### config.mk
export PLATFORM = sky130hd
export DESIGN_NAME = ssi_status_irq
export DESIGN_NICKNAME = d
export VERILOG_FILES = /design/src/rtl/ssi_pkg.sv /design/src/rtl/ssi_status_irq.sv
export SDC_FILE = /design/constraint.sdc
export NUM_CORES = 1
export LEC_CHECK = 0
export BUFFER_PORTS_ARGS = -buffer_cell sky130_fd_sc_hd__buf_2
export CORE_ASPECT_RATIO = 0.6
export CORE_MARGIN = 5
export CORE_UTILIZATION = 44
export CTS_CLUSTER_SIZE = 30
export DETAILED_ROUTE_END_ITERATION = 8
export GPL_ROUTABILITY_DRIVEN = 0
export PLACE_DENSITY_LB_ADDON = 0.08
export SYNTH_ARGS = -nofsm -noshare
export SYNTH_HDL_FRONTEND = slang
export SYNTH_SLANG_ARGS = --single-unit
### constraint.sdc
create_clock -name ref_clk -period 3.5 [get_ports ref_clk]
set_input_delay 0.35 -clock ref_clk [delete_from_list [all_inputs] [get_ports ref_clk]]
set_output_delay 0.35 -clock ref_clk [all_outputs]
set_load 0.05 [all_outputs]
### src/rtl/ssi_pkg.sv
// Constants for the serial interface status and interrupt logic
package ssi_pkg;
  // ==========================================
  // Register offsets
  localparam logic [7:0] OFS_CONTROL   = 8'h00;
  localparam logic [7:0] OFS_MODE      = 8'h04;
  localparam logic [7:0] OFS_RX_HOLD   = 8'h08;
  localparam logic [7:0] OFS_TX_HOLD   = 8'h0c;
  localparam logic [7:0] OFS_STATUS    = 8'h10;
  localparam logic [7:0] OFS_IRQ_SET   = 8'h14;
  localparam logic [7:0] OFS_IRQ_CLEAR = 8'h18;
  localparam logic [7:0] OFS_IRQ_MASK  = 8'h1c;
  // ==========================================
  // Control and transmit fields
  localparam int BIT_ENABLE_CMD  = 0;
  localparam int BIT_DISABLE_CMD = 1;
  localparam int BIT_LAST_XFER   = 24;
  localparam int SEL_LSB         = 16;
  localparam int DATA_W          = 16;
  // ==========================================
  // Mode fields
  localparam int BIT_VAR_SELECT = 1;
  localparam int BIT_CS_HOLD    = 3;
  localparam int DELAY_LSB      = 24;
  localparam logic [31:0] MODE_MASK = 32'hff0f_000a;
  // ==========================================
  // Status flag positions
  localparam int FLAG_RX_FULL    = 0;
  localparam int FLAG_TX_HOLD_E  = 1;
  localparam int FLAG_MODE_FAULT = 2;
  localparam int FLAG_OVERRUN    = 3;
  localparam int FLAG_END_RX     = 4;
  localparam int FLAG_END_TX     = 5;
  localparam int FLAG_RX_BUFF    = 6;
  localparam int FLAG_TX_BUFE    = 7;
  localparam int FLAG_SS_RISE    = 8;
  localparam int FLAG_ALL_EMPTY  = 9;
  localparam int FLAG_ENABLED    = 16;
  localparam int NUM_SOURCES     = 10;
  // ==========================================
  // Reset values
  localparam logic [3:0]  CS_IDLE    = 4'hf;
  localparam logic [31:0] ZERO_WORD  = 32'h0000_0000;
endpackage

### src/rtl/ssi_status_irq.sv
// Status flags, interrupt mask and chip-select release of the serial interface
// Notes on behaviour
// [RL1] Last-transfer bit honoured only in variable select
// [RL2] Last-transfer releases chip select after character
// [RL3] Receive full set on load, cleared on read
// [RL4] Holding empty low while data waits
// [RL5] Holding empty zero at reset/disable, enable sets
// [RL6] Mode fault set on fault, status read clears
// [RL7] Overrun on second load without read
// [RL8] End of receive after counter hits zero
// [RL9] End of transmit after counter hits zero
// [RL10] Receive buffer full when both counters zero
// [RL11] Transmit buffer empty when both counters zero
// [RL12] Slave-select rise flag, status read clears
// [RL13] All-empty clears on write, sets after delay
// [RL14] Status bit 16 shows enabled state
// [RL15] Enable register ones enable sources
// [RL16] Disable register ones disable sources
// [RL17] Mask view shows enabled sources, bit 9 too
// [RL18] DMA counters are inputs from DMA controller
// [RL19] Enable and disable together means disabled
// [RL20] Hold keeps chip select until other select
// [RL21] Interrupt high when flag and mask both set
// [RL22] Unused bits read zero, writes ignored
`timescale 1ns/1ps
module ssi_status_irq #(
  parameter int CNT_W = 16
) (
  input  wire logic              ref_clk,
  input  wire logic              rst,
  input  wire logic [7:0]        addr,
  input  wire logic [31:0]       wdata,
  input  wire logic              wr,
  input  wire logic              rd,
  output logic      [31:0]       rdata,
  input  wire logic              shifter_take,
  input  wire logic              shift_done,
  input  wire logic              shifter_busy,
  input  wire logic              rx_load,
  input  wire logic [15:0]       rx_data,
  input  wire logic              mode_fault_event,
  input  wire logic              slave_select_input,
  input  wire logic [CNT_W-1:0]  dma_receive_counter,
  input  wire logic [CNT_W-1:0]  dma_receive_next_counter,
  input  wire logic [CNT_W-1:0]  dma_transmit_counter,
  input  wire logic [CNT_W-1:0]  dma_transmit_next_counter,
  input  wire logic              dma_rx_count_write,
  input  wire logic              dma_tx_count_write,
  output logic      [15:0]       tx_data,
  output logic                   tx_pending,
  output logic      [3:0]        chip_select_lines,
  output logic                   enabled,
  output logic                   irq
);
  // ==========================================
  // Register decode
  wire logic wr_ctrl  = wr && addr == ssi_pkg::OFS_CONTROL;
  wire logic wr_mode  = wr && addr == ssi_pkg::OFS_MODE;
  wire logic wr_tx    = wr && addr == ssi_pkg::OFS_TX_HOLD;
  wire logic wr_iset  = wr && addr == ssi_pkg::OFS_IRQ_SET;
  wire logic wr_iclr  = wr && addr == ssi_pkg::OFS_IRQ_CLEAR;
  wire logic rd_rx    = rd && addr == ssi_pkg::OFS_RX_HOLD;
  wire logic rd_stat  = rd && addr == ssi_pkg::OFS_STATUS;
  wire logic en_cmd   = wr_ctrl && wdata[ssi_pkg::BIT_ENABLE_CMD];
  wire logic dis_cmd  = wr_ctrl && wdata[ssi_pkg::BIT_DISABLE_CMD];

  logic [31:0] mode;
  logic [15:0] rx_hold;
  logic [ssi_pkg::NUM_SOURCES-1:0] mask;
  logic        rx_full, tx_hold_empty, mode_fault, overrun;
  logic        end_rx, end_tx, ss_rise, all_empty;
  logic        ss_meta, ss_sync, ss_prev;
  logic        tx_last, fly_last;
  logic [3:0]  tx_sel;
  logic [7:0]  delay_cnt;

  wire logic       var_sel  = mode[ssi_pkg::BIT_VAR_SELECT];
  wire logic       cs_hold  = mode[ssi_pkg::BIT_CS_HOLD];
  wire logic [7:0] delay_cfg = mode[ssi_pkg::DELAY_LSB +: 8];
  wire logic [3:0] fix_sel  = mode[ssi_pkg::SEL_LSB +: 4];

  // ==========================================
  // Control commands
  wire logic next_enabled = dis_cmd ? 1'b0 : (en_cmd ? 1'b1 : enabled); // see [RL19]

  always_ff @(posedge ref_clk or posedge rst) begin
    if (rst) begin
      enabled <= 1'b0;
      mode    <= ssi_pkg::ZERO_WORD;
    end else begin
      enabled <= next_enabled; // see [RL14]
      if (wr_mode) begin
        mode <= wdata & ssi_pkg::MODE_MASK;
      end
    end
  end

  // ==========================================
  // Transmit holding register
  wire logic tx_accept = wr_tx && enabled;
  wire logic next_last = wdata[ssi_pkg::BIT_LAST_XFER] && var_sel; // see [RL1]

  always_ff @(posedge ref_clk or posedge rst) begin
    if (rst) begin
      tx_hold_empty <= 1'b0;
      tx_pending    <= 1'b0;
      tx_data       <= 16'h0000;
      tx_last       <= 1'b0;
      tx_sel        <= 4'h0;
    end else begin
      if (!next_enabled) begin
        tx_hold_empty <= 1'b0; // see [RL5]
        tx_pending    <= 1'b0;
      end else if (tx_accept) begin
        tx_hold_empty <= 1'b0; // see [RL4]
        tx_pending    <= 1'b1;
        tx_data       <= wdata[ssi_pkg::DATA_W-1:0];
        tx_last       <= next_last;
        tx_sel        <= var_sel ? wdata[ssi_pkg::SEL_LSB +: 4] : fix_sel;
      end else if (shifter_take || en_cmd) begin
        tx_hold_empty <= 1'b1; // see [RL4] [RL5]
        tx_pending    <= 1'b0;
      end
    end
  end

  // ==========================================
  // Chip select handling
  function automatic logic [3:0] sel_decode(input logic [3:0] s);
    if (!s[0]) begin
      sel_decode = 4'he;
    end else if (!s[1]) begin
      sel_decode = 4'hd;
    end else if (!s[2]) begin
      sel_decode = 4'hb;
    end else if (!s[3]) begin
      sel_decode = 4'h7;
    end else begin
      sel_decode = ssi_pkg::CS_IDLE;
    end
  endfunction

  wire logic release_cs = shift_done && (fly_last || !cs_hold); // see [RL2] [RL20]

  always_ff @(posedge ref_clk or posedge rst) begin
    if (rst) begin
      chip_select_lines <= ssi_pkg::CS_IDLE;
      fly_last          <= 1'b0;
    end else begin
      if (!enabled) begin
        chip_select_lines <= ssi_pkg::CS_IDLE;
        fly_last          <= 1'b0;
      end else if (shifter_take && tx_pending) begin
        chip_select_lines <= sel_decode(tx_sel); // see [RL20]
        fly_last          <= tx_last;
      end else if (release_cs) begin
        chip_select_lines <= ssi_pkg::CS_IDLE; // see [RL2]
        fly_last          <= 1'b0;
      end
    end
  end

  // ==========================================
  // Receive side
  always_ff @(posedge ref_clk or posedge rst) begin
    if (rst) begin
      rx_hold <= 16'h0000;
      rx_full <= 1'b0;
      overrun <= 1'b0;
    end else begin
      if (rx_load) begin
        rx_hold <= rx_data;
      end
      rx_full <= rx_load || (rx_full && !rd_rx); // see [RL3]
      overrun <= (rx_load && rx_full && !rd_rx) || (overrun && !rd_stat); // see [RL7]
    end
  end

  // ==========================================
  // Fault and slave-select flags
  wire logic ss_edge = ss_sync && !ss_prev;

  always_ff @(posedge ref_clk or posedge rst) begin
    if (rst) begin
      ss_meta    <= 1'b1; // Pin idles high, no false edge
      ss_sync    <= 1'b1;
      ss_prev    <= 1'b1;
      mode_fault <= 1'b0;
      ss_rise    <= 1'b0;
    end else begin
      ss_meta    <= slave_select_input;
      ss_sync    <= ss_meta;
      ss_prev    <= ss_sync;
      mode_fault <= mode_fault_event || (mode_fault && !rd_stat); // see [RL6]
      ss_rise    <= ss_edge || (ss_rise && !rd_stat); // see [RL12]
    end
  end

  // ==========================================
  // DMA counter flags
  wire logic rx_cnt_zero  = dma_receive_counter == '0; // see [RL18]
  wire logic tx_cnt_zero  = dma_transmit_counter == '0;
  wire logic rx_buff_full = rx_cnt_zero && dma_receive_next_counter == '0; // see [RL10]
  wire logic tx_buf_empty = tx_cnt_zero && dma_transmit_next_counter == '0; // see [RL11]

  always_ff @(posedge ref_clk or posedge rst) begin
    if (rst) begin
      end_rx <= 1'b0;
      end_tx <= 1'b0;
    end else begin
      end_rx <= !dma_rx_count_write && (end_rx || rx_cnt_zero); // see [RL8]
      end_tx <= !dma_tx_count_write && (end_tx || tx_cnt_zero); // see [RL9]
    end
  end

  // ==========================================
  // Transmission registers empty
  wire logic idle_now = !tx_pending && !shifter_busy && delay_cnt == 8'h00;

  always_ff @(posedge ref_clk or posedge rst) begin
    if (rst) begin
      delay_cnt <= 8'h00;
      all_empty <= 1'b0;
    end else begin
      if (shift_done) begin
        delay_cnt <= delay_cfg;
      end else if (delay_cnt != 8'h00) begin
        delay_cnt <= delay_cnt - 8'h01;
      end
      if (tx_accept) begin
        all_empty <= 1'b0; // see [RL13]
      end else if (enabled && idle_now && !shift_done) begin
        all_empty <= 1'b1; // see [RL13]
      end
    end
  end

  // ==========================================
  // Status word and interrupt mask
  wire logic [ssi_pkg::NUM_SOURCES-1:0] flags = {all_empty, ss_rise, tx_buf_empty, rx_buff_full,
                                                  end_tx, end_rx, overrun, mode_fault,
                                                  tx_hold_empty, rx_full};
  wire logic [31:0] status_word = {15'h0000, enabled, 6'h00, flags}; // see [RL14] [RL22]
  wire logic [31:0] mask_word   = {22'h00_0000, mask}; // see [RL17] [RL22]

  always_ff @(posedge ref_clk or posedge rst) begin
    if (rst) begin
      mask <= '0;
      irq  <= 1'b0;
    end else begin
      mask <= (mask | (wr_iset ? wdata[ssi_pkg::NUM_SOURCES-1:0] : '0)) // see [RL15]
              & ~(wr_iclr ? wdata[ssi_pkg::NUM_SOURCES-1:0] : '0); // see [RL16]
      irq  <= |(flags & mask); // see [RL21]
    end
  end

  // ==========================================
  // Read data
  wire logic [31:0] next_rdata =
      !rd                          ? ssi_pkg::ZERO_WORD :
      addr == ssi_pkg::OFS_MODE    ? mode :
      addr == ssi_pkg::OFS_RX_HOLD ? {16'h0000, rx_hold} :
      addr == ssi_pkg::OFS_STATUS  ? status_word :
      addr == ssi_pkg::OFS_IRQ_MASK ? mask_word : ssi_pkg::ZERO_WORD; // see [RL22]

  always_ff @(posedge ref_clk or posedge rst) begin
    if (rst) begin
      rdata <= ssi_pkg::ZERO_WORD;
    end else begin
      rdata <= next_rdata;
    end
  end

  // ==========================================
  // Checks
  both_cmds_a: assert property (@(posedge ref_clk) disable iff (rst) // see [RL19]
    (en_cmd && dis_cmd) |=> !enabled)
    else $error("enable and disable together left block enabled");

  rx_full_a: assert property (@(posedge ref_clk) disable iff (rst) // see [RL3]
    rx_load |=> rx_full)
    else $error("receive full not set after load");

  hold_dis_a: assert property (@(posedge ref_clk) disable iff (rst) // see [RL5]
    !enabled |-> !tx_hold_empty)
    else $error("holding empty set while disabled");

  overrun_set_a: assert property (@(posedge ref_clk) disable iff (rst) // see [RL7]
    (rx_load && rx_full && !rd_rx) |=> overrun)
    else $error("overrun missed");

  ss_rise_a: assert property (@(posedge ref_clk) disable iff (rst) // see [RL12]
    $rose(slave_select_input) ##2 1'b1 |=> ##[0:1] ss_rise)
    else $error("slave select rise not flagged");

  mask_set_a: assert property (@(posedge ref_clk) disable iff (rst) // see [RL15]
    (wr_iset && wdata[ssi_pkg::FLAG_ALL_EMPTY] && !wr_iclr) |=> mask[ssi_pkg::FLAG_ALL_EMPTY])
    else $error("enable write did not set mask");

  irq_level_a: assert property (@(posedge ref_clk) disable iff (rst) // see [RL21]
    |(flags & mask) |=> irq)
    else $error("interrupt not raised for masked flag");

  cs_release_a: assert property (@(posedge ref_clk) disable iff (rst) // see [RL2]
    (enabled && shift_done && fly_last && !shifter_take) |=> chip_select_lines == ssi_pkg::CS_IDLE)
    else $error("chip select not released after last transfer");

  empty_clear_a: assert property (@(posedge ref_clk) disable iff (rst) // see [RL13]
    tx_accept |=> !all_empty ##1 !all_empty)
    else $error("all-empty flag not cleared by write");

  stat_read_a: assert property (@(posedge ref_clk) disable iff (rst) // see [RL6]
    (rd_stat && !mode_fault_event) |=> !mode_fault)
    else $error("mode fault not cleared by status read");

  hold_enable_a: assert property (@(posedge ref_clk) disable iff (rst) // see [RL5]
    (en_cmd && !dis_cmd) |=> tx_hold_empty)
    else $error("enable command did not set holding empty");

  hold_write_a: assert property (@(posedge ref_clk) disable iff (rst) // see [RL4]
    tx_accept |=> (!tx_hold_empty && tx_pending))
    else $error("holding empty not cleared by transmit write");

  hold_take_a: assert property (@(posedge ref_clk) disable iff (rst) // see [RL4]
    (shifter_take && enabled && !wr_ctrl && !wr_tx) |=> tx_hold_empty)
    else $error("holding empty not set after take");

  last_fixed_a: assert property (@(posedge ref_clk) disable iff (rst) // see [RL1]
    (tx_accept && !var_sel) |=> !tx_last)
    else $error("last-transfer kept under fixed select");

  last_var_a: assert property (@(posedge ref_clk) disable iff (rst) // see [RL1]
    (tx_accept && var_sel && wdata[ssi_pkg::BIT_LAST_XFER]) |=> tx_last)
    else $error("last-transfer lost under variable select");

  cs_keep_a: assert property (@(posedge ref_clk) disable iff (rst) // see [RL20]
    (enabled && shift_done && cs_hold && !fly_last && !shifter_take) |=> $stable(chip_select_lines))
    else $error("chip select dropped while held");

  cs_disabled_a: assert property (@(posedge ref_clk) disable iff (rst) // see [RL2]
    !enabled |=> chip_select_lines == ssi_pkg::CS_IDLE)
    else $error("chip select active while disabled");

  rx_clear_a: assert property (@(posedge ref_clk) disable iff (rst) // see [RL3]
    (rd_rx && !rx_load) |=> !rx_full)
    else $error("receive full not cleared by read");

  overrun_clr_a: assert property (@(posedge ref_clk) disable iff (rst) // see [RL7]
    (rd_stat && !(rx_load && rx_full)) |=> !overrun)
    else $error("overrun not cleared by status read");

  ss_clear_a: assert property (@(posedge ref_clk) disable iff (rst) // see [RL12]
    (rd_stat && !ss_edge) |=> !ss_rise)
    else $error("slave select rise not cleared by status read");

  end_rx_a: assert property (@(posedge ref_clk) disable iff (rst) // see [RL8]
    dma_rx_count_write |=> !end_rx)
    else $error("end of receive not cleared by counter write");

  end_tx_a: assert property (@(posedge ref_clk) disable iff (rst) // see [RL9]
    (!dma_tx_count_write && tx_cnt_zero) |=> end_tx)
    else $error("end of transmit not set at zero count");

  enabled_read_a: assert property (@(posedge ref_clk) disable iff (rst) // see [RL14]
    rd_stat |=> rdata[ssi_pkg::FLAG_ENABLED] == $past(enabled))
    else $error("status read shows wrong enabled state");

  unused_zero_a: assert property (@(posedge ref_clk) disable iff (rst) // see [RL22]
    rd_stat |=> (rdata[31:17] == 15'h0000 && rdata[15:10] == 6'h00))
    else $error("unused status bits not zero");

  mask_clear_a: assert property (@(posedge ref_clk) disable iff (rst) // see [RL16]
    (wr_iclr && wdata[ssi_pkg::FLAG_SS_RISE]) |=> !mask[ssi_pkg::FLAG_SS_RISE])
    else $error("disable write did not clear mask");

  irq_low_a: assert property (@(posedge ref_clk) disable iff (rst) // see [RL21]
    !(|(flags & mask)) |=> !irq)
    else $error("interrupt raised with no masked flag");

  rdata_idle_a: assert property (@(posedge ref_clk) disable iff (rst) // see [RL22]
    !rd |=> rdata == ssi_pkg::ZERO_WORD)
    else $error("read data not zero outside read");
endmodule

Word level (Yosys, flattened, before mapping)
Index checks and enable logic that the tools add are counted.

storage, ports and cells
  bits in registers = 120
  word-level logic and storage cells = 124

operators by class
  $add $sub $neg = 1
  equal/unequal tests = 9
  multiplexer cells = 30
  bitwise gates (word level) = 4
  reduce and logical (&&, ||, !) cells = 56

operators with widths
  kind                   count
  $logic_not A16 Y1      4
  $mux W32               2
  $mux W17               2
  $eq A8 B5 Y1 const B   4
  $mux W4                8
  $mux W10               3
  $logic_and A1 B1 Y1    28
  $and A10 B10 Y10       2
  $eq A8 B4 Y1 const B   2
  $logic_not A8 Y1       2
  $mux W8                2
  $mux W1                13
  $not A10 Y10           1
  $or A10 B10 Y10        1
  $reduce_or A10 Y1      1
  $logic_not A1 Y1       9
  $eq A8 B3 Y1 const B   1
  $logic_or A1 B1 Y1     8
  $reduce_bool A8 Y1     1
  $sub A8 B1 Y8 const B  1
  $ne A3 B1 Y1 const B   2
  $reduce_bool A2 Y1     2
  $reduce_and A2 Y1      1

Longest topological paths before layout
Gate-level depths: netlist (run 1).

  depth after elaboration = 7
  depth in mapped cells = 6

Worst setup path after synthesis (run 1)
Ideal clock, no wire load.

  path type = reg-to-reg
  start point = reg enabled
  end point = reg tx_data[0]
  library setup time = 128 ps
  arrival = 1617 ps
  slack = 1756 ps
  cell stages (with the launch flop) = 5
  path buffers = 2
  clock period less this slack = 1744 ps
  cells stage by stage = dfrtp_1 > clkbuf_1 > nand4_4 > buf_4 > mux2_1

on the way
  cells in the longest elaborated chain, start to end = 3

ends and longest elaborated chain
  element                                 RTL line               source
  from (decl)                             ssi_status_irq.sv:52   output logic enabled,
  from (signal assigned)                  ssi_status_irq.sv:91   enabled <= next_enabled;
  $mux W1 (2 in series)                   ssi_status_irq.sv:84   wire logic next_enabled = dis_cmd ? 1'b0 : (en_cmd ? 1'b1 : enabled);
  $reduce_and A2 Y1 (no source line) (*)  --
  to (signal assigned)                    ssi_status_irq.sv:117  tx_data <= wdata[ssi_pkg::DATA_W-1:0];
  to (decl)                               ssi_status_irq.sv:49   output logic [15:0] tx_data,

Every way passes the cells marked *; elsewhere a longest branch is shown, timed or not.
A chain may end at the register's enable or synchronous reset.

Worst setup path in the final report (run 1)
  start point = in addr[5]
  end point = reg overrun

on the way
  cells in the longest elaborated chain, start to end = 5

ends and longest elaborated chain
  element                                       RTL line                                    source
  from (decl)                                   ssi_status_irq.sv:31                        input wire logic [7:0] addr,
  $eq A8 B4 Y1 or $eq A8 B5 Y1 (tied branches)  ssi_status_irq.sv:62, ssi_status_irq.sv:63
  $logic_and A1 B1 Y1 (on tied branches)        ssi_status_irq.sv:62, ssi_status_irq.sv:63
  $logic_not A1 Y1                              ssi_status_irq.sv:175                       overrun <= (rx_load && rx_full && !rd_rx) || (overrun && !rd_stat);
  $logic_and A1 B1 Y1                           ssi_status_irq.sv:175
  $logic_or A1 B1 Y1 (*)                        ssi_status_irq.sv:175
  to (signal assigned)                          ssi_status_irq.sv:175
  to (decl)                                     ssi_status_irq.sv:70                        logic rx_full, tx_hold_empty, mode_fault, overrun;

Marks and branches as above.

==> flow_summary.toml, run 1 <==
[sta]
period_share = 0.544
tightest_slew_ps = 796
timing.slew.headroom = 0.469
drv_slew = 0
layout_setup_ws_ps = 1600
timing.fmax_ghz = 0.526
finalCriticalPeriod_ps = 1900
rsz0062_at_grt = "no"
finClkSkew_ps = 15.2
finalHoldViolCount = 0
setup_viol = 0
final.setup.tns_ps = 0

[power_and_ir_drop]
p_seq_frac = 0.417
max-vdd-ir-drop_mv = 0.360
power.switching_fraction = 0.239
power_switching_uw = 847
leakage_nw = 3.31
pwr_density_cell_nw_per_um2 = 551
power_mw = 3.54
pwr-share-clk = 0.476
combPwrFrac = 0.106
p_int_mw = 2.69

[worst_hold_path]
worstHoldStart = "slave_select_input"
min_to = "ss_meta$_DFF_PP1_"
min_path_cells = 1
hp-class = "input port to register"

[global_route]
track_usage = 0.194
grt-busiest-layer = "met1"
grt_use_met2 = 0.263
grt_pass1_vias = 3951
use_met1 = 0.289
grt_max_degree = 65
grt_overflow = 0
antenna_found_initial = 0
grt_pass1_wl_mm = 20.5
use_met3 = 0.0726

[synth]
synth_ff_type = "dfrtp_1"
synth_edf_count = 0
synth_warnings = 0
synth-compound-area-share = 0.104
synth_simple_gate_area_frac = 0.133
synth_xor_area_frac = 0.00901
ys_seq_elements = 116
synthTopCellsByCount = "dfrtp_1 (109), mux2_2 (37), a21oi_1 (32)"
syn_inst = 388
syn_avg_cell_area_um2 = 12.5
synth_top_family_by_area = "simple AND/OR/NAND/NOR gates"
synth_most_common_cell = "dfrtp_1"
yosysTopAreaCell = "dfrtp_1"
synthArstFlopShare = 1.00
synth_top_area_share = 0.561
ys_types = 54
synth-adder-area-share = 0.00515
netlist_area_um2 = 4860
synthTopCellsByArea = "dfrtp_1 (56%), mux2_2 (8.6%), dfstp_2 (3.8%)"
ys_seq_area_frac = 0.599
synthMuxAreaShare = 0.119

[cts]
cts_tree = "built"
cts-root-buf = "clkbuf_16"
cts-resized-gates = 0
clock_path_buffers = 2
clock_sinks = 116
htree_levels = 4
clock_latency_ps = 410
clk_pin_slew_ps = 50
cts_hold_buf = 0
post_cts_buffers = 0
numCtsBuffers = 17

[routing]
vias = 3755
via_per_inst = 5.22
antenna_left = 0
drtIter0Drc = 212
wl_mm = 12.7
first_pass_iters = 4
wl_per_cell_um = 17.6
drc = 0

[worst_setup_path]
crit_type = "input port to register"
rr_endpoint = "all_empty$_DFFE_PP0P_"
worstPathCellList = "buf_2, nor4b_1, and3b_1, nand2_1, a32o_1"
slowest_stage = "nor4b_1"
cp_data_required_time_ps = 3780
ff2ff_path_depth = 4
path_max_fanout = 12
critPathArrivalTime_ps = 2190
max_stage_delay_ps = 680
rr_startpoint = "delay_cnt[5]$_DFFE_PP0P_"
r2r_slack_ps = 1610
startpoint_type = "input port"
endpoint_kind = "register"

[floorplanning]
die_width_um = 146
coreArea_um2 = 10700
io_pins = 187
dieArea_um2 = 13300
die_y_um = 91.4
start_util = 0.456
std_cell_rows = 29

[layout]
n_antenna_cell = 0
drive_gt1_frac = 0.453
fillCellCount = 903
fin_nets = 703
area_growth_pct = 32.2

[placement]
pre_cts_slack_ps = 1240
hpwl_mm = 9.25
port_buffers = 178

[flow_run]
cap_violations = 0

[status]
run_status = "finished, final reports clean"
[metrics by stage]
step / cell area, um2 / hold WS [ps] / instances / utilization
2_1_floorplan: 4870 / 345 / 391 / -
3_3_place_gp: 5850 / 357 / 689 / 0.549
3_5_place_dp: 5850 / 357 / 689 / 0.549
4_1_cts: 6430 / 30.9 / 720 / 0.603
5_1_grt: 6430 / 30.4 / 720 / 0.603
6_report: 6430 / 48.3 / 720 / 0.603
[flip-flops by register name, indices dropped and copies added (netlist names), 4 cells and up]
signal / count
chip_select_lines: 4
delay_cnt: 8
mask: 10
mode: 14
rdata: 28
rx_hold: 16
tx_data: 16
tx_sel: 4
[layer usage]
layer / share of wire / routed length, um
met5: 0 / 0
met4: 0.011 / 137
met3: 0.084 / 1070
met2: 0.42 / 5280
met1: 0.49 / 6210
[area by class of cell]
class | instances | area, um2 | share of cell area
repair buffers | 179 | 911 | 0.142
multi-input cells | 244 | 1810 | 0.282
well taps | 139 | 174 | 0.0271
clock inverters | 12 | 140 | 0.0218
clock buffers | 19 | 433 | 0.0674
flip-flops and latches | 116 | 2910 | 0.453
inverters | 11 | 43.8 | 0.00681
[placed cells by master (no fill, tap or decap), types with 3 or more instances in the layout]
| master | netlist | routed |
|---|---|---|
| a211oi_1 | 6 | 6 |
| a21oi_1 | 32 | 32 |
| a222oi_1 | 8 | 8 |
| a22oi_1 | 5 | 5 |
| and2_1 | 8 | 8 |
| and3_1 | 14 | 14 |
| and4_1 | 5 | 5 |
| buf_2 | 6 | 178 |
| bufinv_16 | 0 | 3 |
| clkbuf_16 | 0 | 17 |
| clkinv_2 | 0 | 7 |
| conb_1 | 1 | 4 |
| dfrtp_1 | 109 | 109 |
| dfstp_2 | 7 | 7 |
| inv_1 | 10 | 9 |
| mux2_1 | 9 | 9 |
| mux2_2 | 37 | 37 |
| mux2i_1 | 6 | 6 |
| nand2_1 | 17 | 17 |
| nand3_1 | 6 | 6 |
| nor2_1 | 19 | 19 |
| nor3_1 | 3 | 3 |
| nor4_1 | 17 | 17 |
| o21ai_0 | 10 | 10 |
| xor2_1 | 3 | 3 |
[critical path, delay by kind of cell]
kind	cells	cell delay, ps
buf+inv	1	120
simple gates	3	1480
compound gates	1	240
[worst max path at each step]
stage | slack (ps) | cells past startpoint | end | startpoint
5_1_grt | 1500 | 4 | all_empty$_DFFE_PP0P_ | delay_cnt[5]$_DFFE_PP0P_
3_3_place_gp | 1340 | 5 | overrun$_DFF_PP0_ | addr[5]
3_5_place_dp | 1240 | 5 | overrun$_DFF_PP0_ | addr[5]
6_report | 1600 | 5 | overrun$_DFF_PP0_ | addr[5]
2_1_floorplan | 90 | 1 | all_empty$_DFFE_PP0P_ | rst
4_1_cts | 1620 | 4 | all_empty$_DFFE_PP0P_ | delay_cnt[5]$_DFFE_PP0P_
[logic make-up after synthesis]
| family | after synthesis |
|---|---|
| buf+inv | 31 |
| flops | 116 |
| fa+ha+maj | 2 |
| simple gates | 105 |
| other cells | 1 |
| xor+xnor | 5 |
| mux | 52 |
| compound gates | 76 |
[power groups by stage]
stage	clock [mW]	sequential, mW	combinational, mW
2_1_floorplan	0	1.49	0.239
3_3_place_gp	0	1.49	0.365
4_1_cts	1.72	1.48	0.379
3_5_place_dp	0	1.50	0.373
5_1_grt	1.79	1.48	0.428
6_report	1.69	1.48	0.376
(Power assumes the default switching activity.)
==> inputs of run 2 (changes only) <==
--- a/config.mk
+++ b/config.mk
@@ -5,10 +5,11 @@
 export SDC_FILE = /design/constraint.sdc
 export NUM_CORES = 1
 export LEC_CHECK = 0
+export ABC_AREA = 1
 export BUFFER_PORTS_ARGS = -buffer_cell sky130_fd_sc_hd__buf_2
 export CORE_ASPECT_RATIO = 0.6
 export CORE_MARGIN = 5
-export CORE_UTILIZATION = 44
+export CORE_UTILIZATION = 45
 export CTS_CLUSTER_SIZE = 30
 export DETAILED_ROUTE_END_ITERATION = 8
 export GPL_ROUTABILITY_DRIVEN = 0
==> constraint.sdc (replaced) <==
create_clock -name ref_clk -period 1.7 [get_ports ref_clk]
set_input_delay 0.17 -clock ref_clk [delete_from_list [all_inputs] [get_ports ref_clk]]
set_output_delay 0.17 -clock ref_clk [all_outputs]
set_load 0.05 [all_outputs]
==> run 2 against run 1 <==
  * Total power up 110%
  * Routed wire length up 15%
  * Clock-buffer cell count up 3
  * Sequential cell count unchanged
  * Highest routed layer unchanged
==> flow_summary.toml, run 2 <==
[layout]
mostFrequentLayoutCells = "buf_2 (178), nand2_1 (175), dfrtp_1 (109), nor2_1 (88), inv_1 (73)"
n_antenna_cell = 0
area_growth_pct = 39.4
largest_reg_flops = 28
drive_gt1_frac = 0.298
reg_top3 = "rdata x28, rx_hold x16, tx_data x16"
fillCellCount = 983
layout.cells.non_filler = 1017
final_common_cell = "buf_2"
top_register = "rdata"
fin_nets = 978

[cts]
clock_path_buffers = 2
cts-resized-gates = 0
post_cts_buffers = 0
clk_pin_slew_ps = 50
clock_latency_ps = 410
cts-root-buf = "clkbuf_16"
numCtsBuffers = 17
cts_hold_buf = 36
htree_levels = 4
cts_tree = "built"
clock_sinks = 116

[routing]
first_pass_iters = 6
vias = 4837
via_per_inst = 4.76
antenna_left = 0
drtIter0Drc = 261
wl_mm = 14.6
wl_per_cell_um = 14.4
drc = 0

[synth]
ys_seq_area_frac = 0.559
synth_top_family_by_area = "simple AND/OR/NAND/NOR gates"
netlist_area_um2 = 5210
synth_most_common_cell = "nand2_1"
yosysTopAreaCell = "dfrtp_1"
synth_simple_gate_area_frac = 0.257
synth_ff_type = "dfrtp_1"
synthArstFlopShare = 1.00
synth-compound-area-share = 0.0965
synth-adder-area-share = 0.00480
synth_top_area_share = 0.523
ys_seq_elements = 116
syn_avg_cell_area_um2 = 8.45
synth_warnings = 0
synth_xor_area_frac = 0.00672
synthTopCellsByArea = "dfrtp_1 (52%), nand2_1 (13%), nor2_1 (6.3%)"
synthMuxAreaShare = 0
ys_types = 35
synthTopCellsByCount = "nand2_1 (175), dfrtp_1 (109), nor2_1 (88)"
syn_inst = 617
synth_edf_count = 0

[floorplanning]
io_pins = 187
start_util = 0.461
die_width_um = 149
std_cell_rows = 30
die_y_um = 93.4
dieArea_um2 = 13900
coreArea_um2 = 11300

[power_and_ir_drop]
power.switching_fraction = 0.237
power_mw = 7.27
pwr-share-clk = 0.492
max-vdd-ir-drop_mv = 0.698
pwr_density_cell_nw_per_um2 = 1000
p_int_mw = 5.55
p_seq_frac = 0.409
combPwrFrac = 0.099
power_switching_mw = 1.72
leakage_nw = 3.94

[global_route]
grt_pass1_wl_mm = 23.7
antenna_found_initial = 0
grt_pass1_vias = 4827
grt_overflow = 0
grt_max_degree = 55
track_usage = 0.219

[placement]
hpwl_mm = 11.0
placedCellCount = 949
port_buffers = 178

[worst_setup_path]
critPathArrivalTime_ps = 1800
startpoint_type = "register"
cp_data_required_time_ps = 1980
endpoint_kind = "register"
crit_type = "register to register"
path_max_fanout = 7

[sta]
setup_viol = 0
tightest_slew_ps = 496
finalHoldViolCount = 0
timing.slew.headroom = 0.668
drv_slew = 0
finClkSkew_ps = 9.24
rsz0062_at_grt = "no"
holdWs_ps = 5.98
final.setup.tns_ps = 0
period_share = 0.893
timing.fmax_ghz = 0.659
finalCriticalPeriod_ps = 1520

[flow_run]
cap_violations = 0

[status]
run_status = "finished, final reports clean"

[worst_hold_path]
hp-class = "input port to register"
[run 2: changes by cell type after synthesis, moves of 9 or more]
cell	previous run	this run
nand2_1	17	175
nor2_1	19	88
inv_1	10	74
mux2_2	37	0
o21ai_0	10	38
nor4_1	17	0
and3_1	14	0
nand3_1	6	17
o21ai_2	0	10
mux2_1	9	0
[run 2: per-stage QoR]
step / instance area, um2 / utilization / setup slack, ps
5_1_grt: 7260 / 0.643 / 30.9
3_3_place_gp: 6310 / 0.558 / 259
2_1_floorplan: 5230 / - / 122
6_report: 7260 / 0.643 / 182
4_1_cts: 7260 / 0.643 / 182
3_5_place_dp: 6310 / 0.558 / 201
[run 2: area by class of cell]
class                      count  area, um2  area share
inverter                      78        299      0.0412
tap                          160        200      0.0276
timing repair buffer         221       1340       0.185
sequential                   116       2910       0.401
multi-input combinational    410       1920       0.264
clock inverter                10        130      0.0179
clock buffer                  22        464      0.0639
[run 2: path summary, 6_finish.rpt]
kind                       slack, ps  cells past startpoint                      from                        to
min                                6                      3               rx_data[12]   rx_hold[12]$_DFFE_PP0P_
max reg2reg                      180                      7  delay_cnt[0]$_DFFE_PP0P_  delay_cnt[0]$_DFFE_PP0P_
max in group asynchronous        740                      4                       rst         ss_meta$_DFF_PP1_
min reg2reg                      360                      0         ss_meta$_DFF_PP1_         ss_sync$_DFF_PP1_
min in group asynchronous        320                      3                       rst   rx_hold[13]$_DFFE_PP0P_
max                              180                      7  delay_cnt[0]$_DFFE_PP0P_  delay_cnt[0]$_DFFE_PP0P_
[run 2: kinds of logic (layout without fill, tap and decap cells)]
| group | after synthesis | after routing |
|---|---|---|
| buf+inv | 94 | 331 |
| compound gates | 89 | 89 |
| fa+ha+maj | 2 | 2 |
| simple gates | 311 | 311 |
| xor+xnor | 4 | 4 |
| other cells | 1 | 4 |
| flops | 116 | 116 |
[run 2: critical path: stages (launching register included)]
cell     delay [ps]
dfrtp_1         390
inv_1           110
ha_1            160
nand4_1         110
nor2_2          280
inv_1           170
nand2_1         110
o21ai_1          70
[run 2: power groups by stage]
stage	Combinational [mW]	Sequential, mW	Clock [mW]
after floorplan	0.315	3.06	0
after global placement	0.632	3.02	0
after detailed placement	0.653	3.02	0
after CTS	0.724	2.98	3.62
after global routing	0.808	2.99	3.77
final	0.717	2.98	3.58
[run 2: routing by layer]
layer  wire [um]  track usage  vias to the layer above
li1            -            -                     2364
met1        7000        0.322                     2290
met2        6360        0.317                      159
met3        1040       0.0596                       24
met4         229       0.0670                        0
met5           0            0                        -
